<file path="src/uirc_pkg.sv">
package uirc_pkg;

  // Register indices on the plain register port
  localparam logic [3:0] REG_CMD      = 4'h0;
  localparam logic [3:0] REG_STATUS   = 4'h1;
  localparam logic [3:0] REG_DIS_BASE = 4'h2;
  localparam int         DIS_REGS     = 6;

  // Command register fields
  localparam int CMD_START_BIT = 15;
  localparam int CMD_KIND_BIT  = 14;
  localparam int CMD_NUM_MSB   = 6;

  // Status register fields
  localparam int ST_BUSY  = 0;
  localparam int ST_ERR   = 1;
  localparam int ST_EQ    = 2;
  localparam int ST_DUP   = 3;
  localparam int ST_ITERR = 4;
  localparam int ST_MISS  = 5;

  // Unit number ranges
  localparam int         IU_UNITS  = 96;
  localparam int         CU_UNITS  = 16;
  localparam logic [15:0] IU_MAX_NUM = 16'h005f;
  localparam logic [15:0] CU_MAX_NUM = 16'h000f;

  // Word layout of each unit's allocated areas
  localparam logic [15:0] IU_CIO_BASE  = 16'h07d0;
  localparam logic [15:0] IU_CIO_WORDS = 16'h000a;
  localparam logic [15:0] IU_DM_BASE   = 16'h4e20;
  localparam logic [15:0] IU_DM_WORDS  = 16'h0064;
  localparam logic [15:0] CU_CIO_BASE  = 16'h0578;
  localparam logic [15:0] CU_CIO_WORDS = 16'h0019;
  localparam logic [15:0] CU_DM_BASE   = 16'h7530;
  localparam logic [15:0] CU_DM_WORDS  = 16'h0064;

  // Start-of-program refresh deadline
  localparam int DEADLINE_S     = 11;
  localparam int CLK_HZ         = 20_000_000;
  localparam int DEADLINE_CYCLES = DEADLINE_S * CLK_HZ;

  // Command kinds and transfer areas
  localparam logic KIND_IU   = 1'b0;
  localparam logic KIND_CU   = 1'b1;
  localparam logic AREA_CIO  = 1'b0;
  localparam logic AREA_DM   = 1'b1;

  typedef enum logic [2:0] {
    UIRC_IDLE,
    UIRC_CHECK,
    UIRC_CIO,
    UIRC_DM,
    UIRC_LINK,
    UIRC_FINISH
  } uirc_state_t;

endpackage

</file>
<file path="src/uirc_ctrl.sv">
// Functional notes
// - Intelligent unit numbers 0..95, else error
// - Error if intelligent unit absent, else clear
// - Completion set; cleared if cyclic busy
// - Exchange core-I/O and data-memory words together
// - Word range derived from unit number
// - Disabled units skipped by cyclic refresh
// - Duplicate refresh raises interrupt-task error
// - Disabled units refreshed within 11 seconds
// - Intelligent transfer stops on bus fault
// - Communication unit numbers 0..15, else error
// - Error if communication unit absent, else clear
// - Redundant CPUs out of sync sets error
// - Busy communication unit: skip, clear completion
// - Unit or setup error: skip, clear completion
// - Interrupt overlap with cyclic clears completion
// - Exchange 25 core-I/O and 100 data words
// - Also refresh unit's link or remote image
// - Communication transfer stops on bus fault
//
// The register offsets and the plain strobed port are this design's own decisions.
`timescale 1ns/1ns
module uirc_ctrl #(
  parameter int DEADLINE_CNT = uirc_pkg::DEADLINE_CYCLES
) (
  // Clock and reset
  input  wire logic                           sys_clk,
  input  wire logic                           rstn,
  // Register port
  input  wire logic [3:0]                     reg_addr,
  input  wire logic [15:0]                    reg_wdata,
  input  wire logic                           reg_we,
  input  wire logic                           reg_re,
  output logic [15:0]                         reg_rdata,
  // Program executor context
  input  wire logic                           prog_start,
  input  wire logic                           in_interrupt,
  input  wire logic                           cyclic_scan_start,
  input  wire logic                           unit_rw_strobe,
  input  wire logic [6:0]                     unit_rw_num,
  // Intelligent unit status
  input  wire logic [uirc_pkg::IU_UNITS-1:0]  iu_mounted,
  input  wire logic [uirc_pkg::IU_UNITS-1:0]  iu_cyclic_busy,
  // Communication unit status
  input  wire logic [uirc_pkg::CU_UNITS-1:0]  cu_mounted,
  input  wire logic [uirc_pkg::CU_UNITS-1:0]  cu_busy,
  input  wire logic [uirc_pkg::CU_UNITS-1:0]  cu_unit_err,
  input  wire logic [uirc_pkg::CU_UNITS-1:0]  cu_setup_err,
  input  wire logic [uirc_pkg::CU_UNITS-1:0]  cu_cyclic_busy,
  input  wire logic                           redundant_mode,
  input  wire logic                           redundant_sync_ok,
  // I/O bus transfer
  input  wire logic                           io_bus_fault,
  output logic                                xfer_strobe,
  output logic                                xfer_area,
  output logic [15:0]                         xfer_addr,
  output logic                                link_refresh_strobe,
  output logic [3:0]                          link_unit,
  // Results
  output logic                                instr_error_flag,
  output logic                                completion_ok_flag,
  output logic                                cmd_done,
  output logic [uirc_pkg::IU_UNITS-1:0]       cyc_skip_mask,
  output logic                                int_task_error,
  output logic                                deadline_miss
);
  import uirc_pkg::*;

  ////////////////////////////////////////////////////////////////////////////
  // Declarations
  uirc_state_t             state;
  logic                    kind;
  logic [15:0]             unit_num;
  logic [15:0]             word_cnt;
  logic [15:0]             cio_base;
  logic [15:0]             dm_base;
  logic [IU_UNITS-1:0]     cyc_dis;
  logic [IU_UNITS-1:0]     touched;
  logic [IU_UNITS-1:0]     refreshed;
  logic [31:0]             dl_cnt;
  logic                    dl_run;
  logic                    dl_hit;
  logic                    dup_flag;
  logic                    dup_evt;
  logic                    rw_dup;
  logic                    chk_dup;
  logic                    st_clr;
  logic                    start_cmd;
  logic [6:0]              iu_idx;
  logic [3:0]              cu_idx;
  logic                    chk_err;
  logic                    chk_skip;
  logic                    iu_done;
  logic [15:0]             cio_last;
  logic [15:0]             dm_last;

  assign iu_idx    = unit_num[CMD_NUM_MSB:0];
  assign cu_idx    = unit_num[3:0];
  assign start_cmd = reg_we && (reg_addr == REG_CMD) && reg_wdata[CMD_START_BIT] && (state == UIRC_IDLE);
  assign st_clr    = reg_we && (reg_addr == REG_STATUS);
  assign cio_last  = (kind == KIND_IU) ? IU_CIO_WORDS - 16'h0001 : CU_CIO_WORDS - 16'h0001;
  assign dm_last   = (kind == KIND_IU) ? IU_DM_WORDS - 16'h0001 : CU_DM_WORDS - 16'h0001;
  assign cyc_skip_mask = cyc_dis;

  ////////////////////////////////////////////////////////////////////////////
  // Command validation
  always_comb begin
    chk_err  = 1'b0;
    chk_skip = 1'b0;
    chk_dup  = 1'b0;
    if (kind == KIND_IU) begin
      if (unit_num > IU_MAX_NUM) begin
        chk_err = 1'b1;
      end else if (!iu_mounted[iu_idx]) begin
        chk_err = 1'b1;
      end else begin
        chk_skip = iu_cyclic_busy[iu_idx];
        chk_dup  = !cyc_dis[iu_idx] && touched[iu_idx];
      end
    end else begin
      if (unit_num > CU_MAX_NUM) begin
        chk_err = 1'b1;
      end else if (!cu_mounted[cu_idx]) begin
        chk_err = 1'b1;
      end else if (redundant_mode && !redundant_sync_ok) begin
        chk_err = 1'b1;
      end else begin
        chk_skip = cu_busy[cu_idx]
                 || cu_unit_err[cu_idx] || cu_setup_err[cu_idx]
                 || (in_interrupt && cu_cyclic_busy[cu_idx]);
      end
    end
  end

  ////////////////////////////////////////////////////////////////////////////
  // Command capture and unit word bases
  always_ff @(posedge sys_clk or negedge rstn) begin
    if (!rstn) begin
      kind     <= KIND_IU;
      unit_num <= 16'h0000;
    end else if (start_cmd) begin
      kind     <= reg_wdata[CMD_KIND_BIT];
      unit_num <= {9'h000, reg_wdata[CMD_NUM_MSB:0]};
    end
  end

  // Allocated words found from the command kind and unit number
  always_comb begin
    if (kind == KIND_IU) begin
      cio_base = 16'(IU_CIO_BASE + unit_num * IU_CIO_WORDS);
      dm_base  = 16'(IU_DM_BASE + unit_num * IU_DM_WORDS);
    end else begin
      cio_base = 16'(CU_CIO_BASE + unit_num * CU_CIO_WORDS);
      dm_base  = 16'(CU_DM_BASE + unit_num * CU_DM_WORDS);
    end
  end

  ////////////////////////////////////////////////////////////////////////////
  // Sequencer
  always_ff @(posedge sys_clk or negedge rstn) begin
    if (!rstn) begin
      state    <= UIRC_IDLE;
      word_cnt <= 16'h0000;
    end else begin
      unique case (state)
        UIRC_IDLE: begin
          word_cnt <= 16'h0000;
          if (start_cmd) begin
            state <= UIRC_CHECK;
          end
        end
        UIRC_CHECK: begin
          state <= (chk_err || chk_skip) ? UIRC_FINISH : UIRC_CIO;
        end
        UIRC_CIO: begin
          if (io_bus_fault) begin
            state <= UIRC_FINISH;
          end else if (word_cnt == cio_last) begin
            word_cnt <= 16'h0000;
            state    <= UIRC_DM;
          end else begin
            word_cnt <= word_cnt + 16'h0001;
          end
        end
        UIRC_DM: begin
          if (io_bus_fault) begin
            state <= UIRC_FINISH;
          end else if (word_cnt == dm_last) begin
            word_cnt <= 16'h0000;
            state    <= (kind == KIND_CU) ? UIRC_LINK : UIRC_FINISH;
          end else begin
            word_cnt <= word_cnt + 16'h0001;
          end
        end
        UIRC_LINK: begin
          state <= UIRC_FINISH;
        end
        UIRC_FINISH: begin
          state <= UIRC_IDLE;
        end
      endcase
    end
  end

  ////////////////////////////////////////////////////////////////////////////
  // Word exchange strobes toward the I/O bus
  always_ff @(posedge sys_clk or negedge rstn) begin
    if (!rstn) begin
      xfer_strobe         <= 1'b0;
      xfer_area           <= AREA_CIO;
      xfer_addr           <= 16'h0000;
      link_refresh_strobe <= 1'b0;
      link_unit           <= 4'h0;
    end else begin
      xfer_strobe         <= ((state == UIRC_CIO) || (state == UIRC_DM)) && !io_bus_fault;
      xfer_area           <= (state == UIRC_DM) ? AREA_DM : AREA_CIO;
      xfer_addr           <= (state == UIRC_DM) ? dm_base + word_cnt : cio_base + word_cnt;
      link_refresh_strobe <= (state == UIRC_LINK);
      link_unit           <= cu_idx;
    end
  end

  ////////////////////////////////////////////////////////////////////////////
  // Result flags, written once per execution
  logic fault_seen;
  always_ff @(posedge sys_clk or negedge rstn) begin
    if (!rstn) begin
      fault_seen <= 1'b0;
    end else if (state == UIRC_CHECK) begin
      fault_seen <= 1'b0;
    end else if (((state == UIRC_CIO) || (state == UIRC_DM)) && io_bus_fault) begin
      fault_seen <= 1'b1;
    end
  end

  logic res_err;
  logic res_skip;
  always_ff @(posedge sys_clk or negedge rstn) begin
    if (!rstn) begin
      res_err  <= 1'b0;
      res_skip <= 1'b0;
    end else if (state == UIRC_CHECK) begin
      res_err  <= chk_err;
      res_skip <= chk_skip;
    end
  end

  always_ff @(posedge sys_clk or negedge rstn) begin
    if (!rstn) begin
      instr_error_flag   <= 1'b0;
      completion_ok_flag <= 1'b0;
      cmd_done           <= 1'b0;
    end else begin
      cmd_done <= (state == UIRC_FINISH);
      if (state == UIRC_FINISH) begin
        instr_error_flag   <= res_err;
        completion_ok_flag <= !res_err && !res_skip && !fault_seen;
      end
    end
  end

  assign iu_done = (state == UIRC_FINISH) && (kind == KIND_IU) && !res_err && !res_skip && !fault_seen;

  ////////////////////////////////////////////////////////////////////////////
  // Cyclic refresh disable settings
  always_ff @(posedge sys_clk or negedge rstn) begin
    if (!rstn) begin
      cyc_dis <= '0;
    end else begin
      for (int i = 0; i < DIS_REGS; i++) begin
        if (reg_we && (reg_addr == REG_DIS_BASE + 4'(i))) begin
          cyc_dis[i*16 +: 16] <= reg_wdata;
        end
      end
    end
  end

  ////////////////////////////////////////////////////////////////////////////
  // Per-unit touch tracking for duplicate detection and deadline
  always_ff @(posedge sys_clk or negedge rstn) begin
    if (!rstn) begin
      touched   <= '0;
      refreshed <= '0;
    end else begin
      for (int i = 0; i < IU_UNITS; i++) begin
        if ((iu_done && iu_idx == 7'(i)) || (unit_rw_strobe && unit_rw_num == 7'(i))) begin
          touched[i] <= 1'b1;
        end else if (cyclic_scan_start) begin
          touched[i] <= 1'b0;
        end
        if (iu_done && iu_idx == 7'(i)) begin
          refreshed[i] <= 1'b1;
        end else if (prog_start) begin
          refreshed[i] <= 1'b0;
        end
      end
    end
  end

  assign rw_dup  = unit_rw_strobe && (unit_rw_num < 7'(IU_UNITS))
                 && !cyc_dis[unit_rw_num] && touched[unit_rw_num];
  assign dup_evt = ((state == UIRC_CHECK) && (kind == KIND_IU) && !chk_err && chk_dup) || rw_dup;

  // Program-start deadline counter
  always_ff @(posedge sys_clk or negedge rstn) begin
    if (!rstn) begin
      dl_cnt <= 32'h0000_0000;
      dl_run <= 1'b0;
    end else if (prog_start) begin
      dl_cnt <= 32'h0000_0000;
      dl_run <= 1'b1;
    end else if (dl_run) begin
      if (dl_cnt == 32'(DEADLINE_CNT - 1)) begin
        dl_run <= 1'b0;
      end
      dl_cnt <= dl_cnt + 32'h0000_0001;
    end
  end

  assign dl_hit = dl_run && (dl_cnt == 32'(DEADLINE_CNT - 1))
                && |(cyc_dis & iu_mounted & ~refreshed);

  ////////////////////////////////////////////////////////////////////////////
  // Sticky status flags, write one to clear
  uirc_sticky u_dup (
    .sys_clk (sys_clk),
    .rstn    (rstn),
    .set_evt (dup_evt),
    .clr_evt (st_clr && reg_wdata[ST_DUP]),
    .flag    (dup_flag)
  );

  uirc_sticky u_iterr (
    .sys_clk (sys_clk),
    .rstn    (rstn),
    .set_evt (dup_evt),
    .clr_evt (st_clr && reg_wdata[ST_ITERR]),
    .flag    (int_task_error)
  );

  uirc_sticky u_miss (
    .sys_clk (sys_clk),
    .rstn    (rstn),
    .set_evt (dl_hit),
    .clr_evt (st_clr && reg_wdata[ST_MISS]),
    .flag    (deadline_miss)
  );

  ////////////////////////////////////////////////////////////////////////////
  // Register read path, data one cycle after the strobe
  always_ff @(posedge sys_clk or negedge rstn) begin
    if (!rstn) begin
      reg_rdata <= 16'h0000;
    end else if (reg_re) begin
      reg_rdata <= 16'h0000;
      if (reg_addr == REG_CMD) begin
        reg_rdata <= {1'b0, kind, 7'h00, iu_idx};
      end else if (reg_addr == REG_STATUS) begin
        reg_rdata[ST_BUSY]  <= (state != UIRC_IDLE);
        reg_rdata[ST_ERR]   <= instr_error_flag;
        reg_rdata[ST_EQ]    <= completion_ok_flag;
        reg_rdata[ST_DUP]   <= dup_flag;
        reg_rdata[ST_ITERR] <= int_task_error;
        reg_rdata[ST_MISS]  <= deadline_miss;
      end else begin
        for (int i = 0; i < DIS_REGS; i++) begin
          if (reg_addr == REG_DIS_BASE + 4'(i)) begin
            reg_rdata <= cyc_dis[i*16 +: 16];
          end
        end
      end
    end
  end

endmodule // uirc_ctrl

</file>
<file path="src/uirc_sticky.sv">
`timescale 1ns/1ns
module uirc_sticky (
  // Clock and reset
  input  wire logic sys_clk,
  input  wire logic rstn,
  // Set and clear
  input  wire logic set_evt,
  input  wire logic clr_evt,
  // Flag
  output logic      flag
);

  // Set wins over a clear in the same cycle
  always_ff @(posedge sys_clk or negedge rstn) begin
    if (!rstn) begin
      flag <= 1'b0;
    end else if (set_evt) begin
      flag <= 1'b1;
    end else if (clr_evt) begin
      flag <= 1'b0;
    end
  end

endmodule // uirc_sticky

</file>
<file path="config.mk">
export PLATFORM = sky130hd
export DESIGN_NAME = uirc_ctrl
export DESIGN_NICKNAME = d
export VERILOG_FILES = /design/src/uirc_pkg.sv /design/src/uirc_ctrl.sv /design/src/uirc_sticky.sv
export SDC_FILE = /design/constraint.sdc
export NUM_CORES = 1
export LEC_CHECK = 0
export BUFFER_PORTS_ARGS = -buffer_cell sky130_fd_sc_hd__buf_4
export CAP_MARGIN = 0
export CELL_PAD_IN_SITES_DETAIL_PLACEMENT = 0
export CELL_PAD_IN_SITES_GLOBAL_PLACEMENT = 1
export CORE_MARGIN = 2
export CORE_UTILIZATION = 47
export DETAILED_ROUTE_END_ITERATION = 16
export GPL_TIMING_DRIVEN = 0
export HOLD_SLACK_MARGIN = 0.12
export PLACE_DENSITY_LB_ADDON = 0.2
export SLEW_MARGIN = 10
export SYNTH_ARGS = -nofsm -noshare
export SYNTH_HDL_FRONTEND = slang
export SYNTH_HIERARCHICAL = 1
export SYNTH_SLANG_ARGS = --single-unit
</file>
<file path="constraint.sdc">
create_clock -name sys_clk -period 16.3 [get_ports sys_clk]
set_input_delay 1.63 -clock sys_clk [delete_from_list [all_inputs] [get_ports sys_clk]]
set_output_delay 1.63 -clock sys_clk [all_outputs]
set_load 0.05 [all_outputs]
</file>
Word-level counts from Yosys, hierarchy flattened
Index checks and enable logic that the tools add are counted.
{"block": "op_classes", "addsub": 8, "multipliers": 3, "magnitude_cmp": 6, "eq_ne": 210, "n_mux": 271, "bitwise": 4, "reduce_logical": 540}
{"op": "equality test 7 x 6 -> 1 bit (second input constant)", "n": 64}
{"op": "equality test 7 bit (second input constant)", "n": 64}
{"op": "nonzero test 2 bit", "n": 197}
{"op": "two-way mux 1 bit", "n": 233}
{"op": "equality test 7 x 5 -> 1 bit (second input constant)", "n": 32}
{"op": "logical AND 1 bit", "n": 224}
{"op": "two-way mux 16 bit", "n": 13}
{"op": "bitwise AND 96 bit", "n": 2}
{"op": "equality test 7 x 4 -> 1 bit (second input constant)", "n": 16}
{"op": "logical OR 1 bit", "n": 102}
{"op": "inverter 96 bit", "n": 1}
{"op": "OR reduction 96 bit", "n": 1}
{"op": "two-way mux 32 bit", "n": 2}
{"op": "equality test 7 x 3 -> 1 bit (second input constant)", "n": 8}
{"op": "one-hot mux 16 bit (3 select lines)", "n": 1}
{"op": "binary-select mux 1 bit (select 7 bit)", "n": 6}
{"op": "adder 16 bit", "n": 2}
{"op": "adder 32 x 1 -> 32 bit (second input constant)", "n": 1}
{"op": "equality test 32 x 28 -> 1 bit (second input constant)", "n": 1}
{"op": "equality test 7 x 2 -> 1 bit (second input constant)", "n": 4}
{"op": "multiplier 7 x 5 -> 12 bit (second input constant)", "n": 2}
{"op": "binary-select mux 1 bit (select 4 bit)", "n": 5}
{"op": "two-way mux 3 bit", "n": 6}
{"op": "one-hot mux 3 bit (6 select lines)", "n": 1}
{"op": "other kinds (33)", "n": 54}
{"block": "word_totals", "ff_bits": 396, "in_bits": 310, "output_inout_bits": 140, "wordCells": 1261}

Depth between registers and ports, before layout
{"block": "logic_depth", "word_depth": 12, "mapped_depth": 26, "ltp_nobuf": 22}

Modules after synthesis
The synthesis kept the hierarchy.
{"module": "uirc_ctrl", "n_inst": 1, "cells_per_inst": 2493, "area_per_inst_um2": 24647.4, "seq_area_each_um2": 9834.4}
{"module": "uirc_sticky", "n_inst": 3, "cells_per_inst": 3, "area_per_inst_um2": 36.3, "seq_area_each_um2": 25.0}

Least setup slack after synthesis
No wires, ideal clock.
{"block": "synth_path", "kind": "reg-to-reg", "start": "register unit_num[2]", "end": "register xfer_addr[15]", "setup_ns": 0.125, "t_arrival_ns": 5.065, "setup_slack_ns": 11.110, "stages_incl_launch_ff": 21, "path_buffers": 2, "period_less_slack_ns": 5.190, "cell_sequence": "dfrtp_1 > buf_4 > inv_2 > buf_1 > ha_1 > ha_1 > fa_1 > ha_1 > o21ai_0 > o21ai_0 > a32oi_1 > a2111oi_0 > mux2i_1 > xnor2_1 > o22ai_1 > ha_1 > a21o_1 > a21o_1 > a21oi_1 > o21ai_0 > xnor2_1"}
{"block": "synth_between", "elab_chain_len": 5, "elab_cells_between_ends": 12, "cone_classes": "6 x add/sub; 3 x mul; 3 x mux"}
{"item": "from (decl)", "line": "uirc_ctrl.sv:73", "text": "logic [15:0] unit_num;"}
{"item": "from (signal assigned)", "line": "uirc_ctrl.sv:143", "text": "unit_num <= {9'h000, reg_wdata[CMD_NUM_MSB:0]};"}
{"item": "multiplier 7 x 5 -> 12 bit or multiplier 7 x 3 -> 10 bit (tied branches)"}
{"item": "adder 15 x 16 -> 16 bit, or another cell as far along", "line": "uirc_ctrl.sv:151", "text": "dm_base = 16'(IU_DM_BASE + unit_num * IU_DM_WORDS);"}
{"item": "two-way mux 16 bit or two-way mux 13 bit (tied branches)", "line": "uirc_ctrl.sv:149", "text": "if (kind == KIND_IU) begin"}
{"item": "adder 16 bit", "line": "uirc_ctrl.sv:217", "text": "xfer_addr <= (state == UIRC_DM) ? dm_base + word_cnt : cio_base + word_cnt;"}
{"item": "two-way mux 16 bit *", "line": "uirc_ctrl.sv:217"}
{"item": "to (signal assigned)", "line": "uirc_ctrl.sv:217"}
{"item": "to (decl)", "line": "uirc_ctrl.sv:56", "text": "output logic [15:0] xfer_addr,"}
Mark *: on every way between the ends. The rest lies on a longest branch, timed or not.
A chain may end at the register's enable or synchronous reset.

Worst setup path in the final report
{"block": "layout_path", "start": "register unit_num[4]", "end": "register xfer_addr[15]"}
Same word-level chain as after synthesis.

==> flow_summary.json <==
{
  "cts_tree": "built",
  "synthArstFlopShare": 1.00,
  "drive_gt1_frac": 0.257,
  "synth_common_cells": "dfrtp_1 (396), nand2_1 (243), inv_1 (217), o21ai_0 (135), mux2_2 (117)",
  "synthMostInstantiatedCell": "dfrtp_1",
  "core_um2": 52300,
  "irDropWorstVdd_mv": 0.162,
  "crit_path_end_kind": "flop",
  "clock_sinks": 396,
  "row_count": 84,
  "synth_cell_type_count": 72,
  "fin_crit_sh": 0.449,
  "hold_path.class": "flop to flop",
  "die_area_um2": 54500,
  "relSlewSlack": 0.109,
  "startpoint_type": "flop",
  "htreeDepth": 2,
  "cts.repair.resized": 0,
  "comb_power_share": 0.581,
  "portBuffers": 440,
  "drtIter0Drc": 3838,
  "power.density_nw_per_um2": 195,
  "worstSetupPathType": "flop to flop",
  "place.gp.congestion": 1.11,
  "via_per_inst": 6.86,
  "die_x_um": 234,
  "initial_core_util": 0.473,
  "dr.pass1.iters": 7,
  "tightest_slew_ps": 1340,
  "grt_max_degree": 110,
  "clkPwrFrac": 0.185,
  "cts-root-buf": "clkbuf_16",
  "pre_cts_ws_ps": 9260,
  "critPathRequiredTime_ps": 16760,
  "synthFlopType": "dfrtp_1",
  "finClkSkew_ps": 30.3,
  "layout-area-overhead-vs-synth_pct": 23.7,
  "ys_seq_area_frac": 0.400,
  "avgRoutedWirePerCell_um": 35.8,
  "power.switching_mw": 2.95,
  "syn_avg_cell_area_um2": 9.89,
  "internal_power_mw": 3.02,
  "track_usage": 0.482,
  "setup_viol": 0,
  "ys_seq_elements": 396,
  "cts-buffers-inserted": 47,
  "grt_overflow": 0,
  "via_count": 25500,
  "pwr-share-seq": 0.234,
  "outcome": "finished, final reports clean",
  "synth_cells": 2502,
  "min_period_ps": 7320,
  "synth_area_leaders": "dfrtp_1 (40%), mux4_2 (8.6%), mux2_2 (5.3%)",
  "fin_nets": 3404,
  "wirelength_um": 133000,
  "grt_pass1_wl_um": 182000,
  "die_h_um": 234,
  "max_clock_freq_mhz": 137,
  "postCtsSetupBuffers": 0,
  "maxCapViolCount": 0,
  "rsz0062_at_grt": "no",
  "p_sw_frac": 0.495,
  "leakage_nw": 13.5,
  "synth.top_cell.area_share": 0.400,
  "worst_slack_ps": 8980,
  "drc_errors": 0,
  "dp_hpwl_um": 102000,
  "clock_latency_ps": 610,
  "syn-cell-area_um2": 24800,
  "first_global_vias": 24400,
  "antenna_found_initial": 15,
  "final_hold_viol_count": 0,
  "path_clk_slew_ps": 70,
  "io_pins": 450,
  "crit_fanout": 13,
  "clockBufferDepth": 3,
  "synth_edf_count": 0,
  "finalMaxSlewViolations": 0,
  "ys_warn_count": 6,
  "crit_arrival_ps": 7780,
  "holdBufCountCts": 0,
  "fillers": 4590,
  "yosys.area.top_type": "dfrtp_1",
  "synthesis.nets": 2912,
  "antenna_left": 0,
  "tns_ps": 0
}
cell type report:
| class | count | area (um^2) | area share |
|---|---|---|---|
| Tap cell | 688 | 861 | 0.0281 |
| Multi-Input combinational cell | 1739 | 13400 | 0.438 |
| Inverter | 220 | 826 | 0.0270 |
| Timing Repair Buffer | 443 | 3390 | 0.111 |
| Clock buffer | 64 | 1350 | 0.0441 |
| Buffer | 147 | 617 | 0.0201 |
| Antenna cell | 9 | 22.5 | 0.000735 |
| Sequential cell | 396 | 9910 | 0.324 |
| Clock inverter | 19 | 241 | 0.00788 |
cell usage in the layout (no fill, tap or decap), types with 44 or more instances in the layout:
master / Yosys / layout
a21oi_1: 71 / 71
buf_4: 8 / 447
clkbuf_1: 103 / 110
clkbuf_16: 0 / 48
dfrtp_1: 396 / 396
ha_1: 93 / 93
inv_1: 217 / 217
mux2_2: 117 / 117
mux2i_1: 50 / 50
mux4_2: 95 / 95
nand2_1: 243 / 243
nand2b_1: 73 / 73
nand3_1: 94 / 94
nor2_1: 116 / 116
nor2b_1: 56 / 56
o21ai_0: 135 / 135
o221ai_1: 98 / 98
o22ai_1: 84 / 84
xnor2_1: 44 / 44
cell families after synthesis:
group           after synthesis  synth area share
xor+xnor                     70            0.0248
buf+inv                     367            0.0582
flops                       396             0.400
simple gates                744             0.149
fa+ha+maj                   100            0.0527
compound gates              563             0.155
mux                         262             0.160
flip-flops by register name, summed over array words and instances (netlist names), 3 cells and up:
name,count
reg_rdata,16
word_cnt,16
dl_cnt,32
refreshed,96
link_unit,4
cyc_skip_mask,96
xfer_addr,16
unit_num,7
state,3
touched,96
worst paths after layout:
path	start	slack, ps	cells after the start	to
max in group asynchronous	rstn	13710	3	cyc_skip_mask[48]
worst max register to register	unit_num[4]	8980	21	xfer_addr[15]
worst min register to register	u_dup/flag	480	1	u_dup/flag
worst min-delay path	u_dup/flag	480	1	u_dup/flag
worst max-delay path	unit_num[4]	8980	21	xfer_addr[15]
min in group asynchronous	rstn	1060	1	dl_cnt[24]
per-stage QoR:
step	power (mW)	cell area [um^2]	cells	hold WS (ps)	util
final	5.97	30600	3725	483	0.585
after global routing	6.17	30600	3717	508	0.585
after CTS	5.82	30600	3716	478	0.585
after detailed placement	4.72	29000	3633	462	0.554
after global placement	4.66	28900	3630	456	0.553
after floorplan	3.54	24800	2502	439	-
power by group through the flow:
stage	registers, mW	logic, mW	clock network, mW
finish	1.39	3.47	1.11
global route	1.37	3.66	1.14
CTS	1.36	3.36	1.10
detailed placement	1.38	3.34	0
global placement	1.38	3.29	0
floorplan	1.49	2.04	0
routing by layer:
metal | wire length, um | vias up | global-route usage
li1 | - | 10200 | -
met1 | 45800 | 12600 | 0.563
met2 | 56000 | 2170 | 0.699
met3 | 18800 | 612 | 0.206
met4 | 12500 | 12 | 0.364
met5 | 139 | - | 0.0129
critical path, cell delays in order, from the launching register on:
cell       delay [ps]
dfrtp_1           830
clkbuf_1          640
inv_1             520
clkbuf_1          630
ha_1              530
inv_1              70
ha_1              310
ha_1              300
ha_1              370
o21ai_0           130
o21ai_0           190
a32oi_1           190
a2111oi_0         660
mux2i_1           190
xnor2_1           160
o22ai_1           270
ha_1              350
a21o_1            210
a21o_1            180
a21oi_1           140
o21ai_0           120
xnor2_1           140
Note: power is estimated with default switching activity, not from simulation.
